$ cat config.mk
export PLATFORM = sky130hd
export DESIGN_NAME = asp_audio_serial_packetizer
export DESIGN_NICKNAME = d
export VERILOG_FILES = /design/src/include/asp_pkg.sv /design/src/hw/asp_queue.sv /design/src/hw/asp_audio_serial_packetizer.sv
export SDC_FILE = /design/constraint.sdc
export NUM_CORES = 2
export LEC_CHECK = 0
export BUFFER_PORTS_ARGS = -buffer_cell sky130_fd_sc_hd__buf_2
export CAP_MARGIN = 20
export CORE_MARGIN = 5
export CORE_UTILIZATION = 59
export CTS_BUF_LIST = sky130_fd_sc_hd__clkbuf_8
export DETAILED_ROUTE_END_ITERATION = 8
export GPL_ROUTABILITY_DRIVEN = 0
export PLACE_DENSITY = 0.75
export SLEW_MARGIN = 10
export SYNTH_ARGS = -nofsm -noshare
export SYNTH_HDL_FRONTEND = slang
export SYNTH_SLANG_ARGS = --single-unit
$ cat constraint.sdc
create_clock -name pclk -period 10.38 [get_ports pclk]
set_input_delay 0.519 -clock pclk [delete_from_list [all_inputs] [get_ports pclk]]
set_output_delay 0.519 -clock pclk [all_outputs]
set_load 0.01 [all_outputs]
$ cat src/include/asp_pkg.sv
// Shared constants and types for the audio serial packetizer.
// Assumes a single APB clock domain (pclk) for the bus, the queue and the packetizer.
package asp_pkg;

  // Audio queue geometry and thresholds.
  localparam int ASP_QUEUE_DEPTH       = 35;
  localparam int ASP_QUEUE_WIDTH       = 36;
  localparam int ASP_CNT_W             = 6;
  localparam logic [5:0] ASP_QUEUE_FULL_LEVEL   = 6'h22;
  localparam logic [5:0] ASP_QUEUE_AFULL_LEVEL  = 6'h20;

  // Status nibble codes carried in word bits 35:32.
  localparam logic [3:0] ASP_VALID_DATA_CODE  = 4'h0;
  localparam logic [3:0] ASP_LINE_START_CODE  = 4'h1;
  localparam logic [3:0] ASP_LINE_END4_CODE   = 4'h2;
  localparam logic [3:0] ASP_LINE_END3_CODE   = 4'h3;
  localparam logic [3:0] ASP_LINE_END2_CODE   = 4'h4;
  localparam logic [3:0] ASP_LINE_END1_CODE   = 4'h5;
  localparam logic [3:0] ASP_FIELD_START_CODE = 4'h6;
  localparam logic [3:0] ASP_FIELD_END_CODE   = 4'hC;

  // APB register byte offsets.
  localparam logic [7:0] ASP_CTRL_OFS   = 8'h00;
  localparam logic [7:0] ASP_LENGTH_OFS = 8'h04;
  localparam logic [7:0] ASP_STATUS_OFS = 8'h08;

  // Control register field positions.
  localparam int ASP_CTRL_CAPTURE  = 0;
  localparam int ASP_CTRL_QUEUE_EN = 1;
  localparam int ASP_CTRL_PACKET   = 2;
  localparam int ASP_CTRL_EDGE     = 3;
  localparam int ASP_CTRL_FRAME    = 4;
  localparam int ASP_CTRL_ORDER    = 5;
  localparam int ASP_CTRL_BYTE     = 6;
  localparam int ASP_CTRL_LIMIT    = 7;
  localparam int ASP_CTRL_DELAY    = 8;
  localparam int ASP_DELAY_W       = 5;

  // Length register field positions and widths.
  localparam int ASP_LEN_W         = 12;
  localparam int ASP_LEN_LINE      = 0;
  localparam int ASP_LEN_FIELD     = 16;
  localparam logic [11:0] ASP_LINE_RESET  = 12'h010;
  localparam logic [11:0] ASP_FIELD_RESET = 12'h004;

  // Status register field positions.
  localparam int ASP_STAT_COUNT    = 0;
  localparam int ASP_STAT_FULL     = 8;
  localparam int ASP_STAT_AFULL    = 9;
  localparam int ASP_STAT_OVERFLOW = 10;
  localparam int ASP_STAT_BUSY     = 11;

  // Serial word sizes in bits.
  localparam logic [4:0] ASP_SAMPLE_BITS = 5'h10;
  localparam logic [4:0] ASP_BYTE_BITS   = 5'h08;

  // Dropout marker values and their replacements.
  localparam logic [15:0] ASP_MARK16 = 16'h8000;
  localparam logic [15:0] ASP_SUBST16 = 16'h8001;
  localparam logic [7:0]  ASP_MARK8  = 8'h80;
  localparam logic [7:0]  ASP_SUBST8 = 8'h81;

  // Capture sequence states.
  typedef enum logic [1:0] {
    ASP_ST_IDLE   = 2'b00,
    ASP_ST_FSTART = 2'b01,
    ASP_ST_LINES  = 2'b10,
    ASP_ST_FEND   = 2'b11
  } asp_cap_state_t;

endpackage

$ cat src/hw/asp_queue.sv
// Audio queue storage: flip-flop array with write and read pointers.
// Assumes the caller never pushes when full and never pops when empty;
// both sides run on pclk.
`timescale 1ns/1ps
module asp_queue
  import asp_pkg::*;
#(
  parameter int DEPTH = ASP_QUEUE_DEPTH,
  parameter int WIDTH = ASP_QUEUE_WIDTH
) (
  input  wire logic             pclk,
  input  wire logic             presetn,
  input  wire logic             clear,
  input  wire logic             push,
  input  wire logic [WIDTH-1:0] push_data,
  input  wire logic             pop,
  output logic      [WIDTH-1:0] pop_data,
  output logic                  pop_valid
);
  localparam int PTR_W = $clog2(DEPTH);
  localparam logic [PTR_W-1:0] LAST = PTR_W'(DEPTH - 1);

  typedef struct packed {
    logic [DEPTH-1:0][WIDTH-1:0] mem;
    logic [PTR_W-1:0]            wr_ptr;
    logic [PTR_W-1:0]            rd_ptr;
    logic [WIDTH-1:0]            rdata;
    logic                        rvalid;
  } asp_queue_state_t;

  asp_queue_state_t s;
  asp_queue_state_t next_s;

  // Pointer update, write into the array and registered read-out.
  always_comb begin
    next_s = s;
    next_s.rvalid = 1'b0;
    if (push) begin
      next_s.mem[s.wr_ptr] = push_data;
      next_s.wr_ptr = (s.wr_ptr == LAST) ? '0 : s.wr_ptr + 1'b1;
    end
    if (pop) begin
      next_s.rdata = s.mem[s.rd_ptr];
      next_s.rvalid = 1'b1;
      next_s.rd_ptr = (s.rd_ptr == LAST) ? '0 : s.rd_ptr + 1'b1;
    end
    if (clear) begin
      next_s.wr_ptr = '0;
      next_s.rd_ptr = '0;
      next_s.rvalid = 1'b0;
    end
  end

  // State register.
  always_ff @(posedge pclk or negedge presetn) begin
    if (!presetn) begin
      s <= '0;
    end else begin
      s <= next_s;
    end
  end

  assign pop_data  = s.rdata;
  assign pop_valid = s.rvalid;
endmodule

$ cat src/hw/asp_audio_serial_packetizer.sv
// Audio serial packetizer: three-wire serial input, packing, status tagging and queue.
// Assumes pclk far faster than the serial bit clock, and a drain-side master on pclk
// that raises pop_req only while it wants words.
//
// Summary of operation
// - Queue holds 35 words; full 34, almost 32.
// - Never push on two consecutive cycles.
// - Six-bit occupancy counter, cleared while queue disabled.
// - First word after capture start is field-start.
// - Line over four bytes is start, valid words, then line-end; else one line-end word.
// - Lines start aligned; short last word right-justified.
// - Field-end word after field-length lines.
// - Capture bit clear stops capture only after field-end word queued.
// - Queue disable stops capture at once, restarts field.
// - Little-endian packing, status in top nibble.
// - Mode bit selects stereo or byte packets.
// - Bit clock resampled; sync and data sampled on it.
// - Edge bit selects rising or falling sampling.
// - Frame-edge bit selects rising or falling sync as packet start.
// - Delay field sets first-bit offset after sync.
// - Order bit selects MSB-first or LSB-first.
// - Surplus stereo bit clocks are ignored.
// - Packet bytes every eight clocks after delay.
// - Packet mode forwards line-length bytes per frame.
// - Limit bit replaces dropout marker samples.
// - Both queue sides run on the bus clock.
`timescale 1ns/1ps
module asp_audio_serial_packetizer
  import asp_pkg::*;
(
  input  wire logic        pclk,
  input  wire logic        presetn,
  input  wire logic        psel,
  input  wire logic        penable,
  input  wire logic        pwrite,
  input  wire logic [7:0]  paddr,
  input  wire logic [31:0] pwdata,
  output logic      [31:0] prdata,
  output logic             pready,
  output logic             pslverr,
  input  wire logic        serial_bit_clock,
  input  wire logic        frame_sync_in,
  input  wire logic        serial_data_in,
  input  wire logic        pop_req,
  output logic      [35:0] pop_data,
  output logic             pop_valid
);
  typedef struct packed {
    logic [31:0]            prdata;
    logic                   pready;
    logic                   pslverr;
    logic                   capture_enable;
    logic                   queue_enable;
    logic                   packet_mode_select;
    logic                   sample_edge_select;
    logic                   frame_edge_select;
    logic                   bit_order_select;
    logic                   byte_sample_select;
    logic                   dropout_code_limit;
    logic [ASP_DELAY_W-1:0] frame_bit_delay;
    logic [ASP_LEN_W-1:0]   line_packet_bytes;
    logic [ASP_LEN_W-1:0]   field_packet_lines;
    logic                   overflow;
    logic [2:0]             sclk_sync;
    logic [1:0]             lr_sync;
    logic [1:0]             dat_sync;
    logic                   lr_last;
    logic [ASP_DELAY_W-1:0] skip;
    logic [4:0]             bits;
    logic                   collecting;
    logic                   low_half;
    logic [ASP_LEN_W-1:0]   frame_bytes;
    logic                   first_pend;
    logic [15:0]            shreg;
    logic [15:0]            half_lo;
    logic                   lo_valid;
    asp_cap_state_t         state;
    logic [31:0]            acc;
    logic [2:0]             acc_n;
    logic [ASP_LEN_W-1:0]   line_left;
    logic [ASP_LEN_W-1:0]   lines_left;
    logic                   line_first;
    logic                   pend;
    logic [35:0]            pend_word;
    logic                   push;
    logic [35:0]            push_word;
    logic [ASP_CNT_W-1:0]   cnt;
  } asp_state_t;

  asp_state_t s;
  asp_state_t next_s;

  logic                   tick;
  logic                   lr_rise;
  logic                   lr_fall;
  logic                   sync_edge;
  logic [ASP_DELAY_W-1:0] skip_eff;
  logic [4:0]             bits_eff;
  logic                   coll_eff;
  logic [15:0]            sh_next;
  logic [7:0]             byte_in;
  logic [15:0]            sample;
  logic                   in_valid;
  logic                   in_first;
  logic [2:0]             in_n;
  logic [31:0]            in_data;
  logic [2:0]             take;
  logic [2:0]             fill;
  logic [2:0]             lane;
  logic [ASP_LEN_W-1:0]   left;
  logic [3:0]             end_code;
  logic                   pop_ok;
  logic                   access;
  logic [31:0]            rd_value;
  logic                   rd_hit;

  // Dropout marker replacement for a 16-bit sample.
  function automatic logic [15:0] fix16(input logic lim, input logic [15:0] v);
    fix16 = (lim && v == ASP_MARK16) ? ASP_SUBST16 : v;
  endfunction

  // Dropout marker replacement for a byte.
  function automatic logic [7:0] fix8(input logic lim, input logic [7:0] v);
    fix8 = (lim && v == ASP_MARK8) ? ASP_SUBST8 : v;
  endfunction

  // Serial front end: resampling, sync detection, bit assembly.
  always_comb begin
    next_s = s;
    in_valid = 1'b0;
    in_first = 1'b0;
    in_n = 3'h0;
    in_data = 32'h0;
    skip_eff = s.skip;
    bits_eff = s.bits;
    coll_eff = s.collecting;
    sh_next = s.shreg;
    byte_in = 8'h00;
    sample = 16'h0000;
    next_s.sclk_sync = {s.sclk_sync[1:0], serial_bit_clock};
    next_s.lr_sync = {s.lr_sync[0], frame_sync_in};
    next_s.dat_sync = {s.dat_sync[0], serial_data_in};
    tick = s.sample_edge_select ? (s.sclk_sync[2] & ~s.sclk_sync[1])
                                : (s.sclk_sync[1] & ~s.sclk_sync[2]);
    lr_rise = s.lr_sync[1] & ~s.lr_last;
    lr_fall = ~s.lr_sync[1] & s.lr_last;
    sync_edge = s.packet_mode_select ? (s.frame_edge_select ? lr_fall : lr_rise)
                                     : (lr_rise | lr_fall);
    if (tick) begin
      next_s.lr_last = s.lr_sync[1];
      if (sync_edge) begin
        skip_eff = s.frame_bit_delay;
        bits_eff = 5'h00;
        coll_eff = 1'b1;
        next_s.low_half = s.lr_sync[1];
        next_s.frame_bytes = s.line_packet_bytes;
        next_s.first_pend = 1'b1;
      end
      next_s.collecting = coll_eff;
      next_s.bits = bits_eff;
      next_s.skip = skip_eff;
      if (coll_eff && skip_eff != '0) begin
        next_s.skip = skip_eff - 1'b1;
      end else if (coll_eff) begin
        sh_next = s.bit_order_select ? {s.dat_sync[1], s.shreg[15:1]}
                                     : {s.shreg[14:0], s.dat_sync[1]};
        next_s.shreg = sh_next;
        next_s.bits = bits_eff + 1'b1;
        if (bits_eff + 1'b1 == (s.packet_mode_select ? ASP_BYTE_BITS : ASP_SAMPLE_BITS)) begin
          next_s.bits = 5'h00;
          if (s.packet_mode_select) begin
            byte_in = s.bit_order_select ? sh_next[15:8] : sh_next[7:0];
            in_valid = s.frame_bytes != '0;
            in_first = s.first_pend;
            in_n = 3'h1;
            in_data = {24'h000000, fix8(s.dropout_code_limit, byte_in)};
            next_s.first_pend = 1'b0;
            next_s.frame_bytes = (s.frame_bytes != '0) ? s.frame_bytes - 1'b1 : '0;
            next_s.collecting = s.frame_bytes > 12'h001;
          end else begin
            next_s.collecting = 1'b0;
            sample = s.byte_sample_select
                     ? {fix8(s.dropout_code_limit, sh_next[15:8]),
                        fix8(s.dropout_code_limit, sh_next[7:0])}
                     : fix16(s.dropout_code_limit, sh_next);
            if (s.low_half) begin
              next_s.half_lo = sample;
              next_s.lo_valid = 1'b1;
            end else if (s.lo_valid) begin
              in_valid = 1'b1;
              in_n = 3'h4;
              in_data = {sample, s.half_lo};
              next_s.lo_valid = 1'b0;
            end
          end
        end
      end
    end

    // Write one clears overflow first, so a drop below in the same cycle wins.
    if (psel && penable && s.pready && pwrite && paddr == ASP_STATUS_OFS
        && pwdata[ASP_STAT_OVERFLOW]) begin
      next_s.overflow = 1'b0;
    end

    next_s.push = 1'b0;
    if (s.pend && !s.push) begin
      next_s.pend = 1'b0;
      if (s.cnt < ASP_QUEUE_FULL_LEVEL) begin
        next_s.push = 1'b1;
        next_s.push_word = s.pend_word;
      end else begin
        next_s.overflow = 1'b1;
      end
    end

    // Capture sequence and DWORD packing.
    take = 3'h0;
    fill = 3'h0;
    lane = 3'h0;
    left = s.line_left;
    end_code = ASP_LINE_END4_CODE;
    case (s.state)
      ASP_ST_IDLE: begin
        if (s.capture_enable && s.queue_enable) begin
          next_s.state = ASP_ST_FSTART;
        end
      end
      ASP_ST_FSTART: begin
        if (!next_s.pend) begin
          next_s.pend = 1'b1;
          next_s.pend_word = {ASP_FIELD_START_CODE, 32'h00000000};
          next_s.line_left = s.line_packet_bytes;
          next_s.lines_left = s.field_packet_lines;
          next_s.acc = 32'h0;
          next_s.acc_n = 3'h0;
          next_s.line_first = 1'b1;
          next_s.lo_valid = 1'b0;
          next_s.state = ASP_ST_LINES;
        end
      end
      ASP_ST_LINES: begin
        if (in_valid && !(s.packet_mode_select && s.line_first && s.acc_n == 3'h0
                          && !in_first)) begin
          take = (12'(in_n) > s.line_left) ? s.line_left[2:0] : in_n;
          if (take > 3'h4 - s.acc_n) begin
            take = 3'h4 - s.acc_n;
          end
          next_s.acc = s.acc;
          for (int i = 0; i < 4; i++) begin
            lane = s.acc_n + 3'(i);
            if (3'(i) < take && lane < 3'h4) begin
              next_s.acc[lane[1:0]*8 +: 8] = in_data[i*8 +: 8];
            end
          end
          fill = s.acc_n + take;
          left = s.line_left - 12'(take);
          next_s.acc_n = fill;
          next_s.line_left = left;
          if (fill == 3'h4 || left == '0) begin
            case (fill)
              3'h1: end_code = ASP_LINE_END1_CODE;
              3'h2: end_code = ASP_LINE_END2_CODE;
              3'h3: end_code = ASP_LINE_END3_CODE;
              default: end_code = ASP_LINE_END4_CODE;
            endcase
            if (next_s.pend) begin
              next_s.overflow = 1'b1;
            end
            next_s.pend = 1'b1;
            next_s.pend_word = {(left == '0) ? end_code
                                : (s.line_first ? ASP_LINE_START_CODE : ASP_VALID_DATA_CODE),
                                next_s.acc};
            next_s.acc = 32'h0;
            next_s.acc_n = 3'h0;
            next_s.line_first = 1'b0;
            if (left == '0) begin
              next_s.line_left = s.line_packet_bytes;
              next_s.line_first = 1'b1;
              next_s.lines_left = s.lines_left - 1'b1;
              if (s.lines_left <= 12'h001) begin
                next_s.state = ASP_ST_FEND;
              end
            end
          end
        end
      end
      ASP_ST_FEND: begin
        if (!next_s.pend) begin
          next_s.pend = 1'b1;
          next_s.pend_word = {ASP_FIELD_END_CODE, 32'h00000000};
          next_s.state = s.capture_enable ? ASP_ST_FSTART : ASP_ST_IDLE;
        end
      end
      default: next_s.state = ASP_ST_IDLE;
    endcase

    pop_ok = pop_req && s.queue_enable && s.cnt != '0;
    next_s.cnt = s.cnt + ASP_CNT_W'(s.push) - ASP_CNT_W'(pop_ok);

    if (!s.queue_enable) begin
      next_s.cnt = '0;
      next_s.state = ASP_ST_IDLE;
      next_s.pend = 1'b0;
      next_s.push = 1'b0;
      next_s.acc = 32'h0;
      next_s.acc_n = 3'h0;
    end

    // APB slave with one wait state; write and read happen on the pready edge.
    access = psel && penable;
    next_s.pready = access && !s.pready;
    rd_value = 32'h0;
    rd_hit = 1'b1;
    if (paddr == ASP_CTRL_OFS) begin
      rd_value[ASP_CTRL_CAPTURE] = s.capture_enable;
      rd_value[ASP_CTRL_QUEUE_EN] = s.queue_enable;
      rd_value[ASP_CTRL_PACKET] = s.packet_mode_select;
      rd_value[ASP_CTRL_EDGE] = s.sample_edge_select;
      rd_value[ASP_CTRL_FRAME] = s.frame_edge_select;
      rd_value[ASP_CTRL_ORDER] = s.bit_order_select;
      rd_value[ASP_CTRL_BYTE] = s.byte_sample_select;
      rd_value[ASP_CTRL_LIMIT] = s.dropout_code_limit;
      rd_value[ASP_CTRL_DELAY +: ASP_DELAY_W] = s.frame_bit_delay;
    end else if (paddr == ASP_LENGTH_OFS) begin
      rd_value[ASP_LEN_LINE +: ASP_LEN_W] = s.line_packet_bytes;
      rd_value[ASP_LEN_FIELD +: ASP_LEN_W] = s.field_packet_lines;
    end else if (paddr == ASP_STATUS_OFS) begin
      rd_value[ASP_STAT_COUNT +: ASP_CNT_W] = s.cnt;
      rd_value[ASP_STAT_FULL] = s.cnt >= ASP_QUEUE_FULL_LEVEL;
      rd_value[ASP_STAT_AFULL] = s.cnt >= ASP_QUEUE_AFULL_LEVEL;
      rd_value[ASP_STAT_OVERFLOW] = s.overflow;
      rd_value[ASP_STAT_BUSY] = s.state != ASP_ST_IDLE;
    end else begin
      rd_hit = 1'b0;
    end
    if (access && !s.pready) begin
      next_s.prdata = pwrite ? 32'h0 : rd_value;
      next_s.pslverr = !rd_hit;
    end else begin
      next_s.prdata = 32'h0;
      next_s.pslverr = 1'b0;
    end
    if (access && s.pready && pwrite && rd_hit) begin
      if (paddr == ASP_CTRL_OFS) begin
        next_s.capture_enable = pwdata[ASP_CTRL_CAPTURE];
        next_s.queue_enable = pwdata[ASP_CTRL_QUEUE_EN];
        next_s.packet_mode_select = pwdata[ASP_CTRL_PACKET];
        next_s.sample_edge_select = pwdata[ASP_CTRL_EDGE];
        next_s.frame_edge_select = pwdata[ASP_CTRL_FRAME];
        next_s.bit_order_select = pwdata[ASP_CTRL_ORDER];
        next_s.byte_sample_select = pwdata[ASP_CTRL_BYTE];
        next_s.dropout_code_limit = pwdata[ASP_CTRL_LIMIT];
        next_s.frame_bit_delay = pwdata[ASP_CTRL_DELAY +: ASP_DELAY_W];
      end else if (paddr == ASP_LENGTH_OFS) begin
        next_s.line_packet_bytes = pwdata[ASP_LEN_LINE +: ASP_LEN_W];
        next_s.field_packet_lines = pwdata[ASP_LEN_FIELD +: ASP_LEN_W];
      end
    end
  end

  // State register.
  always_ff @(posedge pclk or negedge presetn) begin
    if (!presetn) begin
      s <= '0;
      s.line_packet_bytes <= ASP_LINE_RESET;
      s.field_packet_lines <= ASP_FIELD_RESET;
      s.state <= ASP_ST_IDLE;
    end else begin
      s <= next_s;
    end
  end

  asp_queue #(
    .DEPTH (ASP_QUEUE_DEPTH),
    .WIDTH (ASP_QUEUE_WIDTH)
  ) u_queue (
    .pclk      (pclk),
    .presetn   (presetn),
    .clear     (!s.queue_enable),
    .push      (s.push),
    .push_data (s.push_word),
    .pop       (pop_ok),
    .pop_data  (pop_data),
    .pop_valid (pop_valid)
  );

  assign prdata  = s.prdata;
  assign pready  = s.pready;
  assign pslverr = s.pslverr;
endmodule

# Yosys cells after proc, flatten, opt, wreduce, memory -nomap -nowiden
# Cells that the tools add are included.
dict set report classes {
  n_addsub 18
  magnitude_cmp 18
  eq_ne 31
  n_shift 8
  muxes 134
  n_bitwise 12
  reduce_logical 53
}
# cell count
set ops {}
lappend ops {{$bwmux 1260} 1}
lappend ops {{$mux 32} 17}
lappend ops {{$bmux 36 s6} 1}
lappend ops {{$demux 36 s6} 1}
lappend ops {{$mux 99} 2}
lappend ops {{$neg 5->34} 4}
lappend ops {{$shift 8x34->32 const A} 4}
lappend ops {{$shiftx 8x34->32} 4}
lappend ops {{$bwmux 32} 4}
lappend ops {{$pmux 60 s2} 1}
lappend ops {{$mux 37} 3}
lappend ops {{$pmux 37 s3} 1}
lappend ops {{$mux 36} 3}
lappend ops {{$mux 100} 1}
lappend ops {{$mux 46} 2}
lappend ops {{$mux 16} 4}
lappend ops {{$mux 12} 5}
lappend ops {{$mux 28} 2}
lappend ops {{$mux 6} 9}
lappend ops {{$mux 43} 1}
lappend ops {{$mux 1} 39}
lappend ops {{$mux 13} 3}
lappend ops {{$mux 17} 2}
lappend ops {{$mux 3} 11}
lappend ops {{65 further kinds} 149}
dict set report word_totals {
  register_bits 1589
  input_bits 49
  elab_cells 352
}

# Longest topological paths before layout
dict set report logic_depth {
  ltp_word 37
  depth_mapped 39
}

# Cells and area by module
# Synthesis repeated with hierarchy kept, for this count alone.
dict set report unflattened {
  cells_unflattened 5805
  area_unflattened_um2 76050.4
}
# module instances cells_each area_per_inst_um2 seq_area_each_um2
set by_module_without_submodules {}
lappend by_module_without_submodules {asp_queue 1 4030 60096.4 32756.4}
lappend by_module_without_submodules {asp_audio_serial_packetizer 1 1775 15954.1 6834.1}

# Worst setup path before layout
# No wires, ideal clock.
dict set report synth_timing {
  kind {reg-to-reg}
  start {register s[200] (netlist bit)}
  end {register s[54] (netlist bit)}
  setup_ns 0.076
  arrival_time_ns 8.407
  required_ns 10.304
  path_slack_ns 1.897
  stages_incl_launch_ff 38
  path_buffers 5
  period_less_slack_ns 8.483
  path_cell_list {dfrtp_1 -> inv_1 -> ha_1 -> mux2i_1 -> clkbuf_1 -> mux2i_1 -> ha_1 -> nor4b_4 -> nand2_1 -> o21ai_0 -> and2_1 -> clkbuf_1 -> clkbuf_1 -> nand2_1 -> ha_1 -> nor3b_1 -> o21a_1 -> nand2_2 -> [2 not listed] -> or2_1 -> o22ai_2 -> nor2_1 -> a311oi_1 -> nor2_1 -> ha_1 -> inv_1 -> fa_1 -> nor4b_1 -> nand4_1 -> nor4b_1 -> nand3_1 -> o21ai_1 -> nand2_2 -> or3_1 -> buf_2 -> buf_2 -> o21ai_1}
}
dict set report synth_via {
  elab_chain_cells 36
  word_cells_on_any_way 79
  classes_between {add/sub: 3; order compare: 6; eq/ne: 4; shift: 4; mux: 45; bitwise: 4; reduce/logical: 13}
}
# element line
set synth_lines {}
lappend synth_lines {{start: declaration} asp_audio_serial_packetizer.sv:90} ;# asp_state_t s;
lappend synth_lines {{start signal: assignment} asp_audio_serial_packetizer.sv:370} ;# s <= next_s;
lappend synth_lines {{$not 1->1} asp_audio_serial_packetizer.sv:145} ;# lr_rise = s.lr_sync[1] & ~s.lr_last;
lappend synth_lines {{$and 1x1->1} asp_audio_serial_packetizer.sv:145}
lappend synth_lines {{$or 1x1->1 / $mux 1 (equally long branches)} {asp_audio_serial_packetizer.sv:148, asp_audio_serial_packetizer.sv:147}}
lappend synth_lines {{$mux 1 (*)} asp_audio_serial_packetizer.sv:147} ;# sync_edge = s.packet_mode_select ? (s.frame_edge_select ? lr_fall : lr_rise)
lappend synth_lines {{$mux 5} asp_audio_serial_packetizer.sv:151} ;# if (sync_edge) begin
lappend synth_lines {{$mux 5} asp_audio_serial_packetizer.sv:149} ;# if (tick) begin
lappend synth_lines {{$add 5x1->5} asp_audio_serial_packetizer.sv:169} ;# if (bits_eff + 1'b1 == (s.packet_mode_select ? ASP_BYTE_BITS : ASP_SAMPLE_BITS)) begin
lappend synth_lines {{$eq 5x5->1} asp_audio_serial_packetizer.sv:169}
lappend synth_lines {{[20 not listed]} --}
lappend synth_lines {{$mux 32} asp_audio_serial_packetizer.sv:252} ;# if (3'(i) < take && lane < 3'h4) begin
lappend synth_lines {{$mux 32} asp_audio_serial_packetizer.sv:243} ;# if (in_valid && !(s.packet_mode_select && s.line_first && s.acc_n == 3'h0
lappend synth_lines {{$mux 32} asp_audio_serial_packetizer.sv:223} ;# case (s.state)
lappend synth_lines {{$bwmux 32} asp_audio_serial_packetizer.sv:253} ;# next_s.acc[lane[1:0]*8 +: 8] = in_data[i*8 +: 8];
lappend synth_lines {{$mux 32} asp_audio_serial_packetizer.sv:252}
lappend synth_lines {{$mux 99} asp_audio_serial_packetizer.sv:260} ;# if (fill == 3'h4 || left == '0) begin
lappend synth_lines {{$mux 99} asp_audio_serial_packetizer.sv:243}
lappend synth_lines {{$pmux 37 s3} asp_audio_serial_packetizer.sv:223}
# Mark *: on every way between the ends. The rest lies on a longest branch, timed or not. The select of a mux whose other input is x is not followed.
# A chain may end at the register's enable or synchronous reset.

# Final worst setup path
dict set report layout_timing {
  start {register s[204] (netlist bit)}
  end {register s[49] (netlist bit)}
}
dict set report layout_via {
  elab_chain_cells 36
  word_cells_on_any_way 79
  classes_between {add/sub: 3; order compare: 6; eq/ne: 4; shift: 4; mux: 45; bitwise: 4; reduce/logical: 13}
}
# element line
set layout_lines {}
lappend layout_lines {{$not 1->1} asp_audio_serial_packetizer.sv:146} ;# lr_fall = ~s.lr_sync[1] & s.lr_last;
lappend layout_lines {{$and 1x1->1} asp_audio_serial_packetizer.sv:146}
lappend layout_lines {{$or 1x1->1 / $mux 1 (equally long branches)} {asp_audio_serial_packetizer.sv:148, asp_audio_serial_packetizer.sv:147}}
lappend layout_lines {{$mux 1 (*)} asp_audio_serial_packetizer.sv:147}
lappend layout_lines {{$mux 5} asp_audio_serial_packetizer.sv:151}
lappend layout_lines {{$mux 5} asp_audio_serial_packetizer.sv:149}
lappend layout_lines {{$add 5x1->5} asp_audio_serial_packetizer.sv:169}
lappend layout_lines {{$eq 5x5->1} asp_audio_serial_packetizer.sv:169}
lappend layout_lines {{[20 not listed]} --}
lappend layout_lines {{$mux 32} asp_audio_serial_packetizer.sv:252}
lappend layout_lines {{$mux 32} asp_audio_serial_packetizer.sv:243}
lappend layout_lines {{$mux 32} asp_audio_serial_packetizer.sv:223}
lappend layout_lines {{$bwmux 32} asp_audio_serial_packetizer.sv:253}
lappend layout_lines {{$mux 32} asp_audio_serial_packetizer.sv:252}
lappend layout_lines {{$mux 99} asp_audio_serial_packetizer.sv:260}
lappend layout_lines {{$mux 99} asp_audio_serial_packetizer.sv:243}
lappend layout_lines {{$pmux 37 s3} asp_audio_serial_packetizer.sv:223}
# Marks and branches as above.

==> flow_summary.toml <==
[outcome]
outcome = "finished, violations left"
violations = "DRC"

[layout]
fin_nets = 5471
drive_gt1_share_pct = 42.2
fillers = 9039
areaGrowthSynthToFinish_pct = 9.32
stdcell_area_um2 = 81600

[yosys]
synth_top_cell_area_share_pct = 53.0
synth.area.top_cells = "dfrtp_1, mux2_2, mux4_2"
ys_seq_area_share_pct = 53.1
ys.flop_type = "dfrtp_1"
yosysTopAreaCell = "dfrtp_1"
yosysMostFrequentCell = "dfrtp_1"
syn_area_um2 = 74600
ys_ff_latch = 1582
synthArstFlopShare_pct = 100
yosysUniqueCellTypes = 99
ys_warn_count = 0
syn-instance-count = 5349
synth_edf_count = 0
synth.avg_cell_area_um2 = 13.9
ys_top_cells_by_count = "dfrtp_1, mux2_2, clkbuf_1"

[placement]
io_buffer_count = 105
dpl_cell_area_um2 = 76100
place_hpwl_um = 108000

[setup_path]
critical_path_arrival_ns = 10.40
crit_path_top_delay_cell = "or3_2"
start_kind = "flip-flop"
critPathMostFrequentCell = "ha_1"
critical_path_class = "flip-flop to flip-flop"
cp_slowest_stage_delay_ns = 0.75
crit_required_ns = 11.22
worstSetupEndpointType = "flip-flop"
crit_fanout = 26

[floorplan]
top_level_ports = 120
initial_core_util_pct = 59.4
die_h_um = 366
die_width_um = 366
die_area_um2 = 134000
core_um2 = 126000
row_count = 130

[global_routing]
grt_overflow = 0
first_global_vias = 48300
grt_pass1_wl_um = 293000
antenna_found_initial = 3
track_usage_pct = 28.7
grt_start_max_net_pins = 199

[timing]
worst_pin_slew_ns = 1.23
finalCritPeriodShare_pct = 92.1
finalSetupViolCount = 0
fin_setup_tns_ns = 0
finalWorstPathRequiredPeriod_ns = 9.56
rsz0062_at_grt = "false"
max_slew_margin_pct = 17.9
drv_slew = 0
max_freq_mhz = 105
hold_viol = 0
finClkSkew_ns = 0.0524

[clocking]
cts_buffer_depth = 4
cts-buffers-inserted = 276
clkTransAtPathRegs_ns = 0.06
cts.sinks = 1582
clock_latency_ns = 0.98
cts_root_buf = "clkbuf_8"
tritoncts = "built"
htreeDepth = 5

[routing]
drtIter0Drc = 4463
drc = 9
viasPerCell = 6.45
antenna_left = 0
first_pass_iters = 9
avgRoutedWirePerCell_um = 26.2
vias = 46400
drt_wl_total_um = 188000

[power]
cellPowerDensity_nw_per_um2 = 183
power.leakage_nw = 39.0
total_power_w = 0.0149
vdd_drop_max_uv = 221

[run]
maxCapViolCount = 0

[worst_hold_path]
hold_class = "input port to flip-flop"
-- registers in the layout (all words and copies together) (netlist names) --
signal             count
prdata                25
pslverr                1
u_queue.pop_valid      1
next_s                 4
u_queue.pop_data      36
s                    242
pready                 1
u_queue.s           1272
-- area by class of cell --
cell class | instances | area, µm² | area share, %
antenna | 3 | 7.51 | 0.00921
clock buffer | 326 | 4490 | 5.50
clock inverter | 120 | 504 | 0.618
inverter | 56 | 210 | 0.258
multi-input combinational | 3229 | 32900 | 40.4
sequential | 1582 | 39600 | 48.6
tap | 1650 | 2060 | 2.53
timing repair buffer | 223 | 1730 | 2.13
-- through the flow --
step                instances  util, %  setup WS [ns]  hold slack (ns)
finish                   7189     64.9          0.821            0.130
global route             7188     64.9         0.0204           0.0822
CTS                      7177     64.8          0.898          0.00406
detailed placement       6698     60.6          0.963            0.337
global placement         6698     60.6           1.26            0.336
floorplan                5355        -           1.90            0.223
-- routing by layer --
layer  track usage (%)  wire length, µm
met1              39.5            78400
met2              46.8            91700
met3              5.83            12800
met4              9.00             5390
met5                 0              203
-- final timing paths --
| kind | startpoint | to | slack [ns] | cells past startpoint |
|---|---|---|---|---|
| setup / recovery | s[204] | s[49] | 0.82 | 33 |
| hold / removal | paddr[0] | pslverr | 0.13 | 5 |
| setup reg to reg | s[204] | s[49] | 0.82 | 33 |
| hold reg to reg | next_s[202] | s[202] | 0.36 | 0 |
| max in group asynchronous | presetn | u_queue.s[662] | 7.73 | 4 |
| min in group asynchronous | presetn | s[181] | 0.19 | 2 |
-- critical path: cells and delay by family (launching register included) --
family	cells	cell delay, ns
xor+xnor	1	0.17
flops	1	0.40
mux	2	0.78
fa+ha+maj	6	1.70
simple gates	12	3.77
compound gates	9	2.31
buf+inv	3	0.29
-- power breakdown --
group / internal [W] / total, W / switching, W / leakage (nW)
clock network: 0.00282 / 0.00524 / 0.00242 / 2.93
logic: 0.00108 / 0.00306 / 0.00198 / 14.1
registers: 0.00633 / 0.00660 / 0.000274 / 21.9
-- cells in the final DEF (no fill, tap or decap), types with 47 or more instances in the layout --
cell type and instances:
clkbuf_8 326, buf_4 67, o21a_1 47, o21ai_0 163, dfrtp_1 1574, buf_2 104
nor2_1 138, o21ai_1 53, a21oi_1 147, inv_1 149, mux2_2 1334, mux2i_1 79
ha_1 51, mux4_2 360, nand2_1 240, o221ai_1 50
-- kinds of logic after synthesis --
logic type | synth area share (%)
AND/OR/NAND/NOR | 4.57
XOR/XNOR | 0.245
multiplexers | 32.1
flip-flops | 53.1
buffers and inverters | 3.12
adder cells (fa/ha/maj) | 0.936
AO/OA/AOI/OAI | 5.95
other | 0.00503
-- timing repair --
action / CTS / global route
gates resized for setup: 0 / 2
buffers inserted: 0 / 0
hold buffers: 33 / 0
setup endpoints to repair: 0 / 23
endpoints found under the hold margin: 186 / 0
Note: power is estimated with default switching activity, not from simulation.
